File: src/prl_pkg.sv
// package: register map, field layout and reset values of the pin remap lock block
package prl_pkg;
  // ----------------------------------------------------------------
  // register byte addresses
  // ----------------------------------------------------------------
  localparam logic [7:0] OSC_CTRL_ADDR = 8'h00;
  localparam logic [7:0] QEI_SEL_ADDR = 8'h04;
  localparam logic [7:0] SPI2_SEL_ADDR = 8'h08;
  localparam logic [7:0] CAN_SEL_ADDR = 8'h0c;
  localparam logic [7:0] IRQ_STAT_ADDR = 8'h10;
  localparam logic [7:0] IRQ_MASK_ADDR = 8'h14;
  localparam logic [7:0] STATUS_ADDR = 8'h18;
  // ----------------------------------------------------------------
  // fields
  // ----------------------------------------------------------------
  localparam int LOCK_BIT = 6;
  localparam logic [7:0] KEY_FIRST = 8'h46;
  localparam logic [7:0] KEY_SECOND = 8'h57;
  localparam int SEL_W = 5;
  localparam int PHASE_A_LSB = 0;
  localparam int PHASE_B_LSB = 8;
  localparam logic [15:0] QEI_MASK = 16'h1f1f;
  localparam logic [15:0] ONE_SEL_MASK = 16'h001f;
  localparam logic [4:0] SEL_GROUND = 5'h1f;
  localparam logic [4:0] SEL_LAST_PIN = 5'h19;
  localparam int PIN_COUNT = 26;
  // status bits: 0 write blocked, 1 bad key, 2 shadow mismatch
  localparam int EV_BLOCKED = 0;
  localparam int EV_BAD_KEY = 1;
  localparam int EV_MISMATCH = 2;
  localparam int EV_W = 3;
  // status register: 0 lock, 1 one-way fuse, 2..3 key state
  localparam int ST_FUSE = 1;
  // ----------------------------------------------------------------
  // reset values
  // ----------------------------------------------------------------
  localparam logic [15:0] QEI_RESET = 16'h1f1f;
  localparam logic [15:0] ONE_SEL_RESET = 16'h001f;
  localparam logic LOCK_RESET = 1'b0;
  localparam logic FUSE_RESET = 1'b1;
  localparam logic [1:0] RESP_OKAY = 2'b00;
  localparam logic [1:0] RESP_DECERR = 2'b11;

  typedef enum logic [1:0] {KEY_IDLE, KEY_ONE, KEY_ARMED} prl_key_e;
endpackage

File: src/prl_remap_lock.sv
// remap lock, keyed unlock, input select registers and shadow check on AXI4-Lite
`timescale 1ns/1ps
module prl_remap_lock
  import prl_pkg::*;
#(
  parameter int PINS = PIN_COUNT,
  parameter bit HAS_CAN = 1'b1
) (
  input wire logic clk_i,
  input wire logic resetn_i,
  input wire logic [7:0] s_axi_awaddr,
  input wire logic s_axi_awvalid,
  output logic s_axi_awready,
  input wire logic [31:0] s_axi_wdata,
  input wire logic [3:0] s_axi_wstrb,
  input wire logic s_axi_wvalid,
  output logic s_axi_wready,
  output logic [1:0] s_axi_bresp,
  output logic s_axi_bvalid,
  input wire logic s_axi_bready,
  input wire logic [7:0] s_axi_araddr,
  input wire logic s_axi_arvalid,
  output logic s_axi_arready,
  output logic [31:0] s_axi_rdata,
  output logic [1:0] s_axi_rresp,
  output logic s_axi_rvalid,
  input wire logic s_axi_rready,
  input wire logic [PINS-1:0] remappable_pin_i,
  input wire logic one_way_remap_fuse_i,
  output logic quad_phase_a_o,
  output logic quad_phase_b_o,
  output logic spi2_slave_sel_o,
  output logic can_receive_o,
  output logic config_mismatch_reset_o,
  output logic irq_o
);
  initial begin
    if (PINS < 1 || PINS > 26) begin
      $error("prl_remap_lock: PINS must be 1..26");
    end
  end

  function automatic logic [15:0] merge16(input logic [15:0] old, input logic [31:0] d,
                                          input logic [3:0] strb, input logic [15:0] msk);
    logic [15:0] lanes;
    lanes = {{8{strb[1]}}, {8{strb[0]}}};
    merge16 = ((old & ~lanes) | (d[15:0] & lanes)) & msk;
  endfunction

  // ----------------------------------------------------------------
  // write channel: address and data taken in either order
  // ----------------------------------------------------------------
  logic aw_have_r, w_have_r, bvalid_r;
  logic [7:0] awaddr_r;
  logic [31:0] wdata_r;
  logic [3:0] wstrb_r;
  logic [1:0] bresp_r;
  assign s_axi_awready = !aw_have_r && !bvalid_r;
  assign s_axi_wready = !w_have_r && !bvalid_r;
  assign s_axi_bvalid = bvalid_r;
  assign s_axi_bresp = bresp_r;
  wire logic wr_fire = aw_have_r && w_have_r && !bvalid_r;

  wire logic hit_osc = (awaddr_r == OSC_CTRL_ADDR);
  wire logic hit_qei = (awaddr_r == QEI_SEL_ADDR);
  wire logic hit_spi = (awaddr_r == SPI2_SEL_ADDR);
  wire logic hit_can = (awaddr_r == CAN_SEL_ADDR) && HAS_CAN;
  wire logic hit_can_addr = (awaddr_r == CAN_SEL_ADDR);
  wire logic hit_stat = (awaddr_r == IRQ_STAT_ADDR);
  wire logic hit_mask = (awaddr_r == IRQ_MASK_ADDR);
  wire logic hit_any = hit_osc || hit_qei || hit_spi || hit_can_addr || hit_stat
                       || hit_mask || (awaddr_r == STATUS_ADDR);
  wire logic hit_remap = hit_qei || hit_spi || hit_can;

  always_ff @(posedge clk_i or negedge resetn_i) begin
    if (!resetn_i) begin
      aw_have_r <= 1'b0;
      w_have_r <= 1'b0;
      bvalid_r <= 1'b0;
      awaddr_r <= 8'h00;
      wdata_r <= 32'h0000_0000;
      wstrb_r <= 4'h0;
      bresp_r <= RESP_OKAY;
    end else begin
      if (s_axi_awvalid && s_axi_awready) begin
        aw_have_r <= 1'b1;
        awaddr_r <= {s_axi_awaddr[7:2], 2'b00};
      end
      if (s_axi_wvalid && s_axi_wready) begin
        w_have_r <= 1'b1;
        wdata_r <= s_axi_wdata;
        wstrb_r <= s_axi_wstrb;
      end
      if (wr_fire) begin
        aw_have_r <= 1'b0;
        w_have_r <= 1'b0;
        bvalid_r <= 1'b1;
        // a blocked remap write still answers OKAY
        bresp_r <= hit_any ? RESP_OKAY : RESP_DECERR;
      end else if (bvalid_r && s_axi_bready) begin
        bvalid_r <= 1'b0;
      end
    end
  end

  // ----------------------------------------------------------------
  // one-way fuse: synchronised, caught once after reset release
  // ----------------------------------------------------------------
  logic fuse_s1_r, fuse_s2_r, fuse_s3_r, fuse_cap_r, one_way_r;
  logic [1:0] fill_r;
  always_ff @(posedge clk_i or negedge resetn_i) begin
    if (!resetn_i) begin
      fuse_s1_r <= 1'b0;
      fuse_s2_r <= 1'b0;
      fuse_s3_r <= 1'b0;
      fuse_cap_r <= 1'b0;
      fill_r <= 2'b00;
      one_way_r <= FUSE_RESET;
    end else begin
      fuse_s1_r <= one_way_remap_fuse_i;
      fuse_s2_r <= fuse_s1_r;
      fuse_s3_r <= fuse_s2_r;
      // stages hold reset zeros until the strap has walked through all three
      if (!(&fill_r)) begin
        fill_r <= fill_r + 2'b01;
      end
      // fuse is static: sample it once, later glitches cannot reopen the map
      if (!fuse_cap_r && (&fill_r) && (fuse_s2_r == fuse_s3_r)) begin
        fuse_cap_r <= 1'b1;
        one_way_r <= fuse_s3_r;
      end
    end
  end

  // ----------------------------------------------------------------
  // keyed lock sequence
  // ----------------------------------------------------------------
  prl_key_e key_r, key_nxt;
  logic lock_r, lock_nxt;
  wire logic osc_wr = wr_fire && hit_osc && wstrb_r[0];
  wire logic [7:0] key_byte = wdata_r[7:0];
  wire logic other_wr = wr_fire && !osc_wr;
  wire logic bad_key = (osc_wr && (key_r == KEY_IDLE) && (key_byte != KEY_FIRST))
                    || (osc_wr && (key_r == KEY_ONE) && (key_byte != KEY_SECOND))
                    || (other_wr && (key_r != KEY_IDLE));

  always_comb begin
    key_nxt = key_r;
    lock_nxt = lock_r;
    if (osc_wr) begin
      unique case (key_r)
        KEY_IDLE: begin
          key_nxt = (key_byte == KEY_FIRST) ? KEY_ONE : KEY_IDLE;
        end
        KEY_ONE: begin
          key_nxt = (key_byte == KEY_SECOND) ? KEY_ARMED : KEY_IDLE;
        end
        KEY_ARMED: begin
          key_nxt = KEY_IDLE;
          // a set lock under the one-way fuse only stays set
          if (!(one_way_r && lock_r)) begin
            lock_nxt = key_byte[LOCK_BIT];
          end
        end
        default: key_nxt = KEY_IDLE;
      endcase
    end else if (other_wr) begin
      key_nxt = KEY_IDLE;
    end
  end

  always_ff @(posedge clk_i or negedge resetn_i) begin
    if (!resetn_i) begin
      key_r <= KEY_IDLE;
      lock_r <= LOCK_RESET;
    end else begin
      key_r <= key_nxt;
      lock_r <= lock_nxt;
    end
  end

  // ----------------------------------------------------------------
  // select registers and their shadows
  // ----------------------------------------------------------------
  logic [15:0] qei_r, spi_r, can_r, qei_sh_r, spi_sh_r, can_sh_r;
  wire logic remap_ok = !lock_r;
  wire logic [15:0] qei_nxt = merge16(qei_r, wdata_r, wstrb_r, QEI_MASK);
  wire logic [15:0] spi_nxt = merge16(spi_r, wdata_r, wstrb_r, ONE_SEL_MASK);
  wire logic [15:0] can_nxt = merge16(can_r, wdata_r, wstrb_r, ONE_SEL_MASK);
  wire logic blocked = wr_fire && hit_remap && lock_r;

  always_ff @(posedge clk_i or negedge resetn_i) begin
    if (!resetn_i) begin
      qei_r <= QEI_RESET;
      spi_r <= ONE_SEL_RESET;
      can_r <= ONE_SEL_RESET;
      qei_sh_r <= QEI_RESET;
      spi_sh_r <= ONE_SEL_RESET;
      can_sh_r <= ONE_SEL_RESET;
    end else if (wr_fire && remap_ok) begin
      if (hit_qei) begin
        qei_r <= qei_nxt;
        qei_sh_r <= qei_nxt;
      end
      if (hit_spi) begin
        spi_r <= spi_nxt;
        spi_sh_r <= spi_nxt;
      end
      if (hit_can) begin
        can_r <= can_nxt;
        can_sh_r <= can_nxt;
      end
    end
  end

  // only a disturbed cell can make these differ
  wire logic mismatch = (qei_r != qei_sh_r) || (spi_r != spi_sh_r)
                        || (can_r != can_sh_r);

  always_ff @(posedge clk_i or negedge resetn_i) begin
    if (!resetn_i) begin
      config_mismatch_reset_o <= 1'b0;
    end else if (mismatch) begin
      config_mismatch_reset_o <= 1'b1;
    end
  end

  // ----------------------------------------------------------------
  // interrupt status and mask
  // ----------------------------------------------------------------
  logic [EV_W-1:0] stat_r, mask_r;
  logic [EV_W-1:0] ev;
  assign ev = {mismatch, bad_key, blocked};
  wire logic [EV_W-1:0] w1c = (wr_fire && hit_stat && wstrb_r[0]) ? wdata_r[EV_W-1:0] : '0;

  always_ff @(posedge clk_i or negedge resetn_i) begin
    if (!resetn_i) begin
      stat_r <= '0;
      mask_r <= '0;
    end else begin
      // a new event beats a clear in the same cycle
      stat_r <= (stat_r & ~w1c) | ev;
      if (wr_fire && hit_mask && wstrb_r[0]) begin
        mask_r <= wdata_r[EV_W-1:0];
      end
    end
  end
  assign irq_o = |(stat_r & mask_r);

  // ----------------------------------------------------------------
  // read channel
  // ----------------------------------------------------------------
  logic rvalid_r;
  logic [31:0] rdata_r;
  logic [1:0] rresp_r;
  assign s_axi_arready = !rvalid_r;
  assign s_axi_rvalid = rvalid_r;
  assign s_axi_rdata = rdata_r;
  assign s_axi_rresp = rresp_r;
  wire logic [7:0] raddr = {s_axi_araddr[7:2], 2'b00};
  logic [31:0] rmux;
  logic rhit;

  always_comb begin
    rmux = 32'h0000_0000;
    rhit = 1'b1;
    unique case (raddr)
      OSC_CTRL_ADDR: rmux[LOCK_BIT] = lock_r;
      QEI_SEL_ADDR: rmux[15:0] = qei_r;
      SPI2_SEL_ADDR: rmux[15:0] = spi_r;
      CAN_SEL_ADDR: rmux[15:0] = HAS_CAN ? can_r : 16'h0000;
      IRQ_STAT_ADDR: rmux[EV_W-1:0] = stat_r;
      IRQ_MASK_ADDR: rmux[EV_W-1:0] = mask_r;
      STATUS_ADDR: rmux[3:0] = {key_r, one_way_r, lock_r};
      default: rhit = 1'b0;
    endcase
  end

  always_ff @(posedge clk_i or negedge resetn_i) begin
    if (!resetn_i) begin
      rvalid_r <= 1'b0;
      rdata_r <= 32'h0000_0000;
      rresp_r <= RESP_OKAY;
    end else if (s_axi_arvalid && s_axi_arready) begin
      rvalid_r <= 1'b1;
      rdata_r <= rmux;
      rresp_r <= rhit ? RESP_OKAY : RESP_DECERR;
    end else if (rvalid_r && s_axi_rready) begin
      rvalid_r <= 1'b0;
    end
  end

  // ----------------------------------------------------------------
  // pin synchroniser and routing
  // ----------------------------------------------------------------
  logic [PINS-1:0] pin_s1_r, pin_s2_r, pin_s3_r, pin_r;
  always_ff @(posedge clk_i or negedge resetn_i) begin
    if (!resetn_i) begin
      pin_s1_r <= '0;
      pin_s2_r <= '0;
      pin_s3_r <= '0;
      pin_r <= '0;
    end else begin
      pin_s1_r <= remappable_pin_i;
      pin_s2_r <= pin_s1_r;
      pin_s3_r <= pin_s2_r;
      // a bit moves only once stages two and three agree
      pin_r <= (pin_s3_r & ~(pin_s2_r ^ pin_s3_r)) | (pin_r & (pin_s2_r ^ pin_s3_r));
    end
  end

  logic [3:0] route;
  logic [3:0][SEL_W-1:0] route_sel;
  assign route_sel[0] = qei_r[PHASE_A_LSB +: SEL_W];
  assign route_sel[1] = qei_r[PHASE_B_LSB +: SEL_W];
  assign route_sel[2] = spi_r[SEL_W-1:0];
  assign route_sel[3] = HAS_CAN ? can_r[SEL_W-1:0] : SEL_GROUND;

  genvar gi;
  generate
    for (gi = 0; gi < 4; gi++) begin : g_route
      prl_input_mux #(.PINS(PINS)) u_mux (
        .clk_i(clk_i),
        .resetn_i(resetn_i),
        .sel_i(route_sel[gi]),
        .pins_i(pin_r),
        .periph_o(route[gi])
      );
    end
  endgenerate
  assign quad_phase_a_o = route[0];
  assign quad_phase_b_o = route[1];
  assign spi2_slave_sel_o = route[2];
  assign can_receive_o = route[3];
endmodule

File: src/prl_input_mux.sv
// one peripheral input selected from the remappable pins
`timescale 1ns/1ps
module prl_input_mux
  import prl_pkg::*;
#(
  parameter int PINS = PIN_COUNT
) (
  input wire logic clk_i,
  input wire logic resetn_i,
  input wire logic [SEL_W-1:0] sel_i,
  input wire logic [PINS-1:0] pins_i,
  output logic periph_o
);
  initial begin
    if (PINS < 1 || PINS > 31) begin
      $error("prl_input_mux: PINS out of range");
    end
  end

  // codes past the last pin, and the all-ones code, tie the input low
  wire logic in_range = (32'(sel_i) < PINS);
  wire logic picked = in_range ? pins_i[sel_i] : 1'b0;

  always_ff @(posedge clk_i or negedge resetn_i) begin
    if (!resetn_i) begin
      periph_o <= 1'b0;
    end else begin
      periph_o <= picked;
    end
  end
endmodule

File: config.mk
export PLATFORM = sky130hd
export DESIGN_NAME = prl_remap_lock
export DESIGN_NICKNAME = d
export VERILOG_FILES = /design/src/prl_pkg.sv /design/src/prl_remap_lock.sv /design/src/prl_input_mux.sv
export SDC_FILE = /design/constraint.sdc
export NUM_CORES = 1
export LEC_CHECK = 0
export BUFFER_PORTS_ARGS = -buffer_cell sky130_fd_sc_hd__buf_2
export CAP_MARGIN = 20
export CORE_MARGIN = 2
export CORE_UTILIZATION = 28
export CTS_CLUSTER_SIZE = 24
export DETAILED_ROUTE_END_ITERATION = 12
export MAX_ROUTING_LAYER = met4
export PLACE_DENSITY_LB_ADDON = 0.2
export SYNTH_ARGS = -nofsm -noshare
export SYNTH_HDL_FRONTEND = slang
export SYNTH_SLANG_ARGS = --single-unit
File: constraint.sdc
create_clock -name clk_i -period 3.46 [get_ports clk_i]
set_clock_uncertainty 0.05 [all_clocks]
set_input_delay 0.346 -clock clk_i [delete_from_list [all_inputs] [get_ports clk_i]]
set_output_delay 0.346 -clock clk_i [all_outputs]
set_load 0.05 [all_outputs]
# Yosys cells after proc, flatten, opt, wreduce, memory -nomap -nowiden
# Index checks and enable logic that the tools add are counted.
word_totals:
  word_cells: 171
  inputBits: 86
  register_bits: 189
  ram_bits: 0
  latch_bits: 0
  n_memories: 0
  romBits: 0
classes:
  mux: 34
  n_div: 0
  magnitude_cmp: 8
  multipliers: 0
  n_shift: 0
  n_reduce_logical: 60
  n_eq_ne: 19
  bitwise_logic: 18
  n_addsub: 1
ops:
  columns: ["op", "n"]
  rows:
  - ["$and 26x26->26", 2]
  - ["$eq 6x3->1 const B", 6]
  - ["$logic_and 1x1->1", 27]
  - ["$and 13x13->13", 2]
  - ["$not 26->26", 1]
  - ["$or 26x26->26", 1]
  - ["$xor 26x26->26", 1]
  - ["$eq 6x2->1 const B", 4]
  - ["$lt 5x6->1 const B", 4]
  - ["$bmux 1 s5", 4]
  - ["$lt 5x5->1 const B", 4]
  - ["$mux 1", 19]
  - ["$pmux 3 s6", 1]
  - ["$eq 8x7->1 const B", 2]
  - ["$logic_not 8->1", 2]
  - ["$ne 8x7->1 const B", 2]
  - ["$not 13->13", 1]
  - ["$or 13x13->13", 1]
  - ["$eq 6x1->1 const B", 2]
  - ["$reduce_bool 2->1", 6]
  - ["$and 5x5->5", 2]
  - ["$logic_or 1x1->1", 10]
  - ["$mux 2", 5]
  - ["$or 5x5->5", 2]
  - ["other kinds (19)", 29]

# Logic depth before layout (Yosys ltp)
# Gate-level depths: netlist of the first run.
depth:
  ltp_word: 9
  depth_mapped: 6
  depth_no_buf: 4

# Hierarchy
# Synthesis of the first run repeated with hierarchy kept, for this count alone.
unflattened:
  hier_cells: 467
  area_unflattened_um2: 7383.3
by_module_without_submodules:
  columns: ["module", "area_each_um2", "seq_area_each_um2", "cells_each", "n_inst"]
  rows:
  - ["prl_remap_lock", 6287.3, 4480.5, 395, 1]
  - ["prl_input_mux", 274.0, 25.0, 18, 4]

# Worst setup path after synthesis of the first run
# No wires, ideal clock.
synth_timing:
  kind: "reg-to-reg"
  start: "register bvalid_r, in the netlist s_axi_bvalid"
  end: "register wdata_r[10]"
  arrival_ps: 2260
  t_required_ps: 3285
  n_path_buf: 2
  setup_slack_ps: 1025
  path_stages_with_launch: 6
  cell_sequence: "dfrtp_1 -> nor2_1 -> and2_1 -> buf_2 -> buf_2 -> mux2_2"
synth_between:
  elab_chain_cells: 3
synth_lines:
  columns: ["item", "line_no", "text"]
  rows:
  - ["start: declaration", "prl_remap_lock.sv:53", "logic aw_have_r, w_have_r, bvalid_r;"]
  - ["start signal: assignment", "prl_remap_lock.sv:79", "bvalid_r <= 1'b0;"]
  - ["start signal: assignment", "prl_remap_lock.sv:97", "bvalid_r <= 1'b1;"]
  - ["start signal: assignment", "prl_remap_lock.sv:101", "bvalid_r <= 1'b0;"]
  - ["$logic_not 1->1", "prl_remap_lock.sv:59", "assign s_axi_wready = !w_have_r && !bvalid_r;"]
  - ["$logic_and 1x1->1", "prl_remap_lock.sv:59", null]
  - ["named net s_axi_wready", "prl_remap_lock.sv:17", "output logic s_axi_wready,"]
  - ["$logic_and 1x1->1", "prl_remap_lock.sv:89", "if (s_axi_wvalid && s_axi_wready) begin"]
  - ["end signal: assignment", "prl_remap_lock.sv:91", "wdata_r <= s_axi_wdata;"]
  - ["end: declaration", "prl_remap_lock.sv:55", "logic [31:0] wdata_r;"]
# The timed path passes the listed nets, and every way through them passes these cells.
# A chain may end at the register's enable or synchronous reset.

==> metrics.csv, run 1 <==
stage,metric,value,unit
sta,RSZ-0062 raised after global routing,false,
min_path,Hold Crit Class,primary input to register,
clock_network,clock tree buffer depth,2,
clock_network,hold-fix buffers at CTS,28,
placed_design,Final GP Congestion,0.835,
worst_setup_path,WS Path Type,register to register,
clock_network,Post-CTS Resized,0,
die,# rows,59,
clock_network,CTS buffer count,17,
global_routing,GRT Total Usage,11.9,%
clock_network,clk_lat worst skew,0.43,ns
yosys,Synth Warn #,0,
die,Die Area,0.0277,mm^2
global_routing,largest net degree at the start of global routing,83,
pwr,part of the power in the clock network,31.2,%
die,Top Ports,133,
pwr,Switch Pwr,2160,uW
status,status,"finished, final reports clean",
routing,via count,4345,
routing,drt wl/cell,16.2,um
pwr,"Power, Total",6460,uW
sta,max-slew violations,0,
yosys,async set-reset flop share out of synthesis,100,%
yosys,Syn Area/Cell,14.8,um^2
placed_design,worst slack at placement,1.23,ns
pwr,Cell Pwr Density,719,mW/mm^2
die,core area,0.0260,mm^2
worst_setup_path,slowest library cell on the worst path,nand3b_1,
sta,worst-margin pin slew,0.752,ns
clock_network,TritonCTS clock tree,yes,
worst_setup_path,CP max stage delay,0.53,ns
layout,share of layout cells above drive strength 1,35.6,%
routing,Iteration-0 DRC Markers,244,
global_routing,initial antenna violation count,0,
sta,"Hold Vio Cnt, Final",0,
pwr,sequential power share,47.0,%
layout,Inserted Diodes,0,
layout,"most common cell after layout, fill and taps aside",dfrtp_1,
yosys,flip-flop and latch count after synthesis,182,
yosys,synth unique cells,67,
global_routing,vias in the first global route,4557,
die,die outline height,167,um
worst_setup_path,Critical Path Sink Type,register,
worst_setup_path,Critical Path Fanout Max,11,
clock_network,CTS root buffer,clkbuf_16,
sta,endpoints failing setup,0,
layout,Area Overhead vs Synth,21.3,%
yosys,"Seq/Total Area, Yosys",61.9,%
placed_design,post-DP HPWL,10.8,mm
pwr,VDD IR-drop max,0.605,mV
global_routing,GR Overflow Total,0,
pwr,Comb power frac,21.8,%
routing,TritonRoute pass-1 iters,4,
sta,Final WS setup,1.23,ns
routing,routed wire length,15.5,mm
sta,max_slew headroom,49.4,%
sta,Fmax,448,MHz
routing,Final ANT Viol Nets,0,
worst_setup_path,Worst Path Arrival,2.53,ns
clock_network,# Post-CTS Setup Buffers,0,
clock_network,H-tree Lvls,4,
sta,Final period util,64.5,%
yosys,ys flop type,dfrtp_1,
sta,Setup TNS Final,0,ns
worst_setup_path,worst endpoint required time,3.76,ns
yosys,number of synthesized flops with an enable pin,0,
routing,routed vias/inst,4.54,
pwr,switching share of total power,33.5,%
worst_setup_path,cell family with most CP delay,simple AND/OR/NAND/NOR gates,
worst_setup_path,crit-path cells,nand3b_1 -> nor2_2 -> nand4_1 -> mux2_2,
die,Die X,167,um
global_routing,first-pass GRT wire length,25.1,mm
placed_design,PortBufs,85,
die,Initial Utilization,28.5,%
yosys,synthesized area,0.00740,mm^2
worst_setup_path,Startpoint Class,register,
routing,DRC,0,
layout,fin nets,695,
pwr,leakage,0.00377,uW
worst_setup_path,CP bufs+invs,0,
sta,Final min period,2.23,ns
yosys,Synth Instances,500,
layout,"commonest cells after routing, fill and taps aside","dfrtp_1, buf_2, mux2_2, dlygate4sd3_1, maj3_1",
pwr,Internal Pwr Total,4300,uW
clock_network,Worst-path clk slew,0.07,ns
layout,final core utilization,34.5,%
job,maxcap violations,0,
clock_network,CTS Sinks,182,
## power by group through the flow
stage / Combinational (uW) / Sequential, uW / Clock (uW)
finish: 1410 / 3030 / 2010
global route: 1520 / 3110 / 2180
detailed placement: 1400 / 3090 / 0
CTS: 1430 / 3050 / 2080
floorplan: 1180 / 2890 / 0
global placement: 1380 / 3070 / 0
## metal layers
metal | global-route usage (%) | part of all wire [%]
met2 | 19.0 | 49
met4 | 4.35 | 1.8
met3 | 2.71 | 5.0
met1 | 14.8 | 44
met5 | - | 0
## stage by stage
stage	cell area, um^2	hold slack, ns	std cells
final	8970	0.0408	956
after global routing	8970	0.0312	956
after global placement	8060	0.284	896
after floorplan	7480	0.000409	521
after CTS	8970	0.0199	956
after detailed placement	8060	0.285	896
## path summary, 6_finish.rpt
kind | from | end | slack (ns) | cells past startpoint
worst max-delay path | s_axi_bvalid$_DFFE_PN0P_ | register | 1.23 | 4
worst min-delay path | s_axi_rready | s_axi_rvalid$_DFFE_PN0P_ | 0.04 | 2
worst max register to register | s_axi_bvalid$_DFFE_PN0P_ | register | 1.23 | 4
worst min register to register | pin_s1_r[17]$_DFF_PN0_ | pin_s2_r[17]$_DFF_PN0_ | 0.29 | 0
max in group asynchronous | resetn_i | async pin | 2.00 | 3
min in group asynchronous | resetn_i | s_axi_bvalid$_DFFE_PN0P_ | 0.46 | 2
## area by class of cell
cell class / count / area [um^2]
fillers: 2562 / 17000
clock buffers: 18 / 439
multi-input cells: 282 / 2560
repair buffers: 115 / 739
well taps: 335 / 419
flip-flops and latches: 182 / 4580
inverters: 10 / 37.5
clock inverters: 14 / 194
## worst reg2reg max path, stage by stage (launching register included)
cell and delay, ns:
dfrtp_1 0.41, nand3b_1 0.53, nor2_2 0.39, nand4_1 0.37
mux2_2 0.40
## cells by family (layout without fill, tap and decap cells)
logic type	count (synthesis)	in the layout	synth area share, %
AOI/OAI and AO/OA	57	57	5.82
other	1	22	0.0507
DFF	182	182	61.9
and+or+nand+nor	81	81	6.73
adders and majority gates	27	27	3.69
muxes	93	93	17.1
xor gates and xnor gates	2	2	0.237
buffers and inverters	57	157	4.53
## synthesized netlist by cell type, drive strengths merged, types with 4 or more instances
cell type	number	area (um^2)
dfrtp	161	4030
mux2	57	642
buf	37	260
maj3	26	260
dfstp	21	552
mux4	19	450
mux2i	17	170
nand2	16	62.6
nor2	16	62.6
clkbuf	10	37.5
inv	10	37.5
a22o	8	70.1
nand3	7	35.0
nand3b	7	52.6
o21ai	6	30.0
a21oi	5	25.0
a31oi	5	31.3
nor2b	5	31.3
a21o	4	30.0
a22oi	4	30.0
nor3	4	31.3
nor3b	4	40.0
nor4	4	40.0
Power figures use the tool's default switching activity.
==> run 2, diff against run 1 <==
==> constraint.sdc (replaced) <==
create_clock -name clk_i -period 1.8 [get_ports clk_i]
set_clock_uncertainty 0.05 [all_clocks]
set_input_delay 0.18 -clock clk_i [delete_from_list [all_inputs] [get_ports clk_i]]
set_output_delay 0.18 -clock clk_i [all_outputs]
set_load 0.05 [all_outputs]
==> metrics.csv, run 2 (synthesis gave the netlist of run 1 again) <==
stage,metric,value,unit
clock_network,CTS Sinks,182,
pwr,leakage,0.00416,uW
layout,Inserted Diodes,0,
sta,Final period util,106,%
sta,Final min period,1.90,ns
sta,max-slew violations,0,
status,status,"complete, but fails checks",
worst_setup_path,Critical Path Sink Type,register,
routing,via count,4623,
routing,TritonRoute pass-1 iters,4,
clock_network,clk_lat worst skew,0.43,ns
placed_design,Final GP Congestion,0.832,
layout,share of layout cells above drive strength 1,41.1,%
min_path,Worst Min Path Start,s_axi_arvalid,
layout,fin nets,765,
routing,drt wl/cell,16.7,um
min_path,Hold Crit Depth,3,
routing,DRC,0,
worst_setup_path,Reg2Reg Setup Slack,-0.10,ns
global_routing,initial antenna violation count,0,
worst_setup_path,Worst Path Arrival,2.17,ns
clock_network,Worst-path clk slew,0.07,ns
layout,Area Overhead vs Synth,31.2,%
layout,Final Cell Area,0.00971,mm^2
clock_network,CTS buffer count,17,
sta,RSZ-0062 raised after global routing,true,
sta,Fmax,525,MHz
placed_design,post-DP HPWL,12.2,mm
min_path,Hold EP,s_axi_rvalid$_DFFE_PN0P_,
worst_setup_path,Startpoint Class,register,
worst_setup_path,worst endpoint required time,2.07,ns
job,maxcap violations,0,
die,Top Ports,133,
routing,routed vias/inst,4.51,
routing,routed wire length,17.1,mm
layout,Fill cells,2450,
pwr,VDD IR-drop max,1.10,mV
placed_design,placed instance area,0.00845,mm^2
sta,Final WS setup,-0.104,ns
clock_network,clock tree buffer depth,2,
layout,"commonest cells after routing, fill and taps aside","dfrtp_1, buf_2, dlygate4sd3_1, mux2_2, buf_4",
clock_network,TritonCTS clock tree,yes,
min_path,Hold Crit Class,primary input to register,
routing,Final ANT Viol Nets,0,
pwr,Cell Pwr Density,1360,mW/mm^2
global_routing,first-pass GRT wire length,27.4,mm
sta,endpoints failing setup,3,
layout,final core utilization,37.4,%
global_routing,GRT Total Usage,13.2,%
die,Die X,167,um
layout,"most common cell after layout, fill and taps aside",dfrtp_1,
worst_setup_path,Crit Reg-Reg Endpoint,g_route[3].u_mux.periph_o$_DFF_PN0_,
die,Initial Utilization,28.5,%
clock_network,CTS root buffer,clkbuf_16,
placed_design,dpl cells,938,
worst_setup_path,Critical Path Fanout Max,6,
status,failing checks,setup timing,
layout,Final Non-Filler Cells,1026,
routing,Iteration-0 DRC Markers,198,
global_routing,vias in the first global route,4892,
placed_design,worst slack at placement,-0.146,ns
worst_setup_path,WS Path Type,register to register,
global_routing,GR Overflow Total,0,
die,Die Area,0.0277,mm^2
worst_setup_path,Worst Reg2Reg Path Length in Cells,3,
global_routing,largest net degree at the start of global routing,58,
sta,"Hold Vio Cnt, Final",0,
die,die outline height,167,um
clock_network,H-tree Lvls,4,
die,# rows,59,
placed_design,PortBufs,85,
die,core area,0.0260,mm^2
[run 2: routing by layer]
layer	vias to the layer above	track usage, %	share of wire [%]
li1	2130	-	-
met1	2361	16.3	44
met2	120	21.9	50
met3	12	3.02	3.9
met4	0	3.52	1.2
met5	-	-	0
[run 2: worst max path at each step]
stage	startpoint	end	slack (ns)	cells after the start
global placement	register	g_route[0].u_mux.periph_o$_DFF_PN0_	-0.13	5
CTS	register	g_route[0].u_mux.periph_o$_DFF_PN0_	-0.13	5
floorplan	s_axi_bvalid$_DFFE_PN0P_	wdata_r[10]$_DFFE_PN0P_	-0.03	5
global route	register	g_route[0].u_mux.periph_o$_DFF_PN0_	-0.16	5
finish	register	g_route[3].u_mux.periph_o$_DFF_PN0_	-0.10	3
detailed placement	register	g_route[0].u_mux.periph_o$_DFF_PN0_	-0.15	5
[run 2: area by class of cell]
class,count,area (um^2),share of cell area [%]
Tap cell,335,419,4.32
Clock inverter,13,181,1.87
Sequential cell,182,4580,47.2
Clock buffer,19,443,4.56
Inverter,10,41.3,0.425
Multi-Input combinational cell,282,2670,27.5
Timing Repair Buffer,185,1370,14.1
[run 2: power by group]
part | internal, uW | total, uW | switching, uW
sequential | 4870 | 5680 | 804
combinational | 1830 | 3630 | 1800
clock | 2160 | 3910 | 1740
total | 8870 | 13200 | 4350
[run 2: what timing repair did]
action                                  in CTS  in global routing
pin swaps                                    1                  9
setup buffers                                1                  4
endpoints found under the hold margin      216                  0
hold buffers                                51                  0
endpoints found under the setup margin       7                 24
gates resized for setup                      8                 16
[run 2: metrics by stage]
stage | hold slack (ns) | TNS, ns | total power [uW]
after floorplan | -0.166 | -0.187 | 8000
after global placement | 0.0204 | -0.300 | 9110
after detailed placement | 0.0266 | -0.389 | 9180
after CTS | 0.0925 | -0.257 | 13300
after global routing | 0.100 | -0.425 | 13900
final | 0.0950 | -0.202 | 13200
[run 2: worst max-delay path: stages (launching register included)]
cell     delay [ns]
dfstp_2        0.66
mux4_2         0.52
mux2_4         0.27
o311a_1        0.29
==> run 3, diff against run 2 <==
--- a/config.mk
+++ b/config.mk
@@ -13,6 +13,8 @@
 export DETAILED_ROUTE_END_ITERATION = 12
 export MAX_ROUTING_LAYER = met4
 export PLACE_DENSITY_LB_ADDON = 0.2
+export REMOVE_ABC_BUFFERS = 1
+export SLEW_MARGIN = 10
 export SYNTH_ARGS = -nofsm -noshare
 export SYNTH_HDL_FRONTEND = slang
 export SYNTH_SLANG_ARGS = --single-unit
==> constraint.sdc (replaced) <==
create_clock -name clk_i -period 2.3 [get_ports clk_i]
set_clock_uncertainty 0.05 [all_clocks]
set_input_delay 0.23 -clock clk_i [delete_from_list [all_inputs] [get_ports clk_i]]
set_output_delay 0.23 -clock clk_i [all_outputs]
set_load 0.05 [all_outputs]
==> metrics.csv, run 3 (synthesis gave the netlist of run 1 again) <==
stage,metric,value,unit
sta,max-slew violations,0,
worst_setup_path,Reg2Reg Setup Slack,0.24,ns
clock_network,TritonCTS clock tree,yes,
pwr,Comb power frac,22.6,%
placed_design,post-DP HPWL,11.0,mm
job,maxcap violations,0,
routing,via count,4438,
clock_network,clock tree buffer depth,2,
routing,WL met3,778,um
worst_setup_path,Crit Reg-Reg Endpoint,g_route[0].u_mux.periph_o$_DFF_PN0_,
layout,Area Overhead vs Synth,25.0,%
global_routing,first-pass GRT wire length,25.6,mm
pwr,leakage,0.00390,uW
layout,"most common cell after layout, fill and taps aside",dfrtp_1,
layout,fin nets,725,
clock_network,Worst-path clk slew,0.07,ns
routing,Final ANT Viol Nets,0,
worst_setup_path,Worst Reg2Reg Path Length in Cells,3,
global_routing,GRT Total Usage,12.1,%
worst_setup_path,WS Path Type,register to register,
status,status,"finished, final reports clean",
die,Top Ports,133,
pwr,switching share of total power,32.3,%
sta,max_slew headroom,49.0,%
sta,"Hold Vio Cnt, Final",0,
placed_design,worst slack at placement,0.213,ns
routing,routed wire length,15.6,mm
die,Die Area,0.0277,mm^2
sta,Final min period,2.06,ns
worst_setup_path,Critical Path Fanout Max,11,
layout,share of layout cells above drive strength 1,34.9,%
clock_network,CTS buffer count,17,
layout,Final Cell Area,0.00925,mm^2
routing,Iteration-0 DRC Markers,180,
layout,final core utilization,35.6,%
min_path,Hold Crit Class,primary input to register,
min_path,Hold Crit Depth,3,
layout,Final Non-Filler Cells,985,
sta,Fmax,486,MHz
global_routing,vias in the first global route,4784,
worst_setup_path,crit-path cells,mux4_2 -> mux2_2 -> a311o_1,
placed_design,placed instance area,0.00813,mm^2
worst_setup_path,cell family with most CP delay,multiplexers,
placed_design,PortBufs,85,
routing,TritonRoute pass-1 iters,4,
sta,Final period util,89.5,%
sta,RSZ-0062 raised after global routing,false,
global_routing,GR Overflow Total,0,
sta,worst-margin pin slew,0.757,ns
worst_setup_path,CP max stage delay,0.72,ns
clock_network,CTS root buffer,clkbuf_16,
die,Initial Utilization,28.5,%
placed_design,dpl cells,903,
pwr,VDD IR-drop max,0.662,mV
pwr,sequential power share,46.3,%
min_path,Hold EP,s_axi_rdata[4]$_DFFE_PN0P_,
worst_setup_path,slowest library cell on the worst path,dfstp_2,
clock_network,# Post-CTS Setup Buffers,0,
worst_setup_path,CP bufs+invs,0,
layout,Inserted Diodes,0,
global_routing,initial antenna violation count,0,
routing,Top Metal Used,met4,
worst_setup_path,worst endpoint required time,2.56,ns
routing,met2 WL,7.63,mm
layout,Multi-input gate area,0.00256,mm^2
die,Die X,167,um
sta,Final WS setup,0.241,ns
min_path,Worst Min Path Start,s_axi_araddr[4],
worst_setup_path,Critical Path Sink Type,register,
die,die outline height,167,um
routing,wire length on met1,6.98,mm
global_routing,largest net degree at the start of global routing,59,
pwr,Cell Pwr Density,1060,mW/mm^2
routing,drt wl/cell,15.9,um
die,# rows,59,
clock_network,H-tree Lvls,4,
layout,"commonest cells after routing, fill and taps aside","dfrtp_1, buf_2, mux2_2, dlygate4sd3_1, maj3_1",
layout,Fill cells,2503,
worst_setup_path,Worst Path Arrival,2.32,ns
worst_setup_path,Startpoint Class,register,
clock_network,clk_lat worst skew,0.43,ns
pwr,part of the power in the clock network,31.1,%
layout,register area,0.00458,mm^2
pwr,Switch Pwr,3170,uW
pwr,"Power, Total",9830,uW
clock_network,CTS Sinks,182,
routing,routed vias/inst,4.51,
die,core area,0.0260,mm^2
sta,endpoints failing setup,0,
routing,DRC,0,
pwr,Internal Pwr Total,6660,uW
placed_design,Final GP Congestion,0.821,
## run 3: changes by cell type in the layout (fill, tap and decap cells not counted), moves of 3 or more
cell     change
buf_6        -4
dfrtp_1      +3
mux4_1       +3
nor2_4       -4
dfrtp_2      -3
buf_4       -36
mux2_4      -12
nor2_1       +3
mux4_2       -3
mux2_2      +12
## run 3: power by group through the flow
stage | Clock, uW | Sequential [uW] | Combinational [uW]
after global routing | 3290 | 4660 | 2410
after CTS | 3150 | 4570 | 2260
after floorplan | 0 | 4560 | 1420
after detailed placement | 0 | 4630 | 2180
after global placement | 0 | 4600 | 2140
final | 3060 | 4550 | 2220
## run 3: timing repair
| action | CTS | global route |
|---|---|---|
| hold buffers | 51 | 0 |
| resized for setup | 0 | 0 |
| endpoints found under the hold margin | 104 | 0 |
## run 3: per-layer routing
metal / global-route usage [%] / vias up
li1: - / 2068
met1: 14.9 / 2224
met2: 19.6 / 130
met3: 3.07 / 16
met4: 4.01 / 0
met5: - / -
## run 3: cell type report
| class | count | share of cell area, % |
|---|---|---|
| Clock buffer | 17 | 4.60 |
| Clock inverter | 14 | 2.02 |
| Inverter | 10 | 0.406 |
| Multi-Input combinational cell | 282 | 27.7 |
| Sequential cell | 182 | 49.5 |
| Tap cell | 335 | 4.53 |
| Timing Repair Buffer | 145 | 11.2 |
## run 3: tightest hold or removal path, cell delays in order
cell,delay [ns]
buf_2,0.09
or4_1,0.20
o31ai_1,0.10
## run 3: worst max path at each step
| stage | start | end | slack (ns) | cells after the start |
|---|---|---|---|---|
| finish | register | g_route[0].u_mux.periph_o$_DFF_PN0_ | 0.24 | 3 |
| detailed placement | register | g_route[0].u_mux.periph_o$_DFF_PN0_ | 0.21 | 3 |
| global route | s_axi_bvalid$_DFFE_PN0P_ | register | 0.15 | 4 |
| global placement | register | g_route[0].u_mux.periph_o$_DFF_PN0_ | 0.23 | 3 |
| CTS | register | g_route[0].u_mux.periph_o$_DFF_PN0_ | 0.21 | 3 |
| floorplan | s_axi_bvalid$_DFFE_PN0P_ | wdata_r[0]$_DFFE_PN0P_ | -0.14 | 3 |
## run 3: stage by stage
| stage | TNS, ns | hold WS, ns |
|---|---|---|
| floorplan | -2.15 | -0.116 |
| global placement | 0 | 0.177 |
| detailed placement | 0 | 0.190 |
| CTS | 0 | 0.162 |
| global route | 0 | 0.198 |
| finish | 0 | 0.195 |
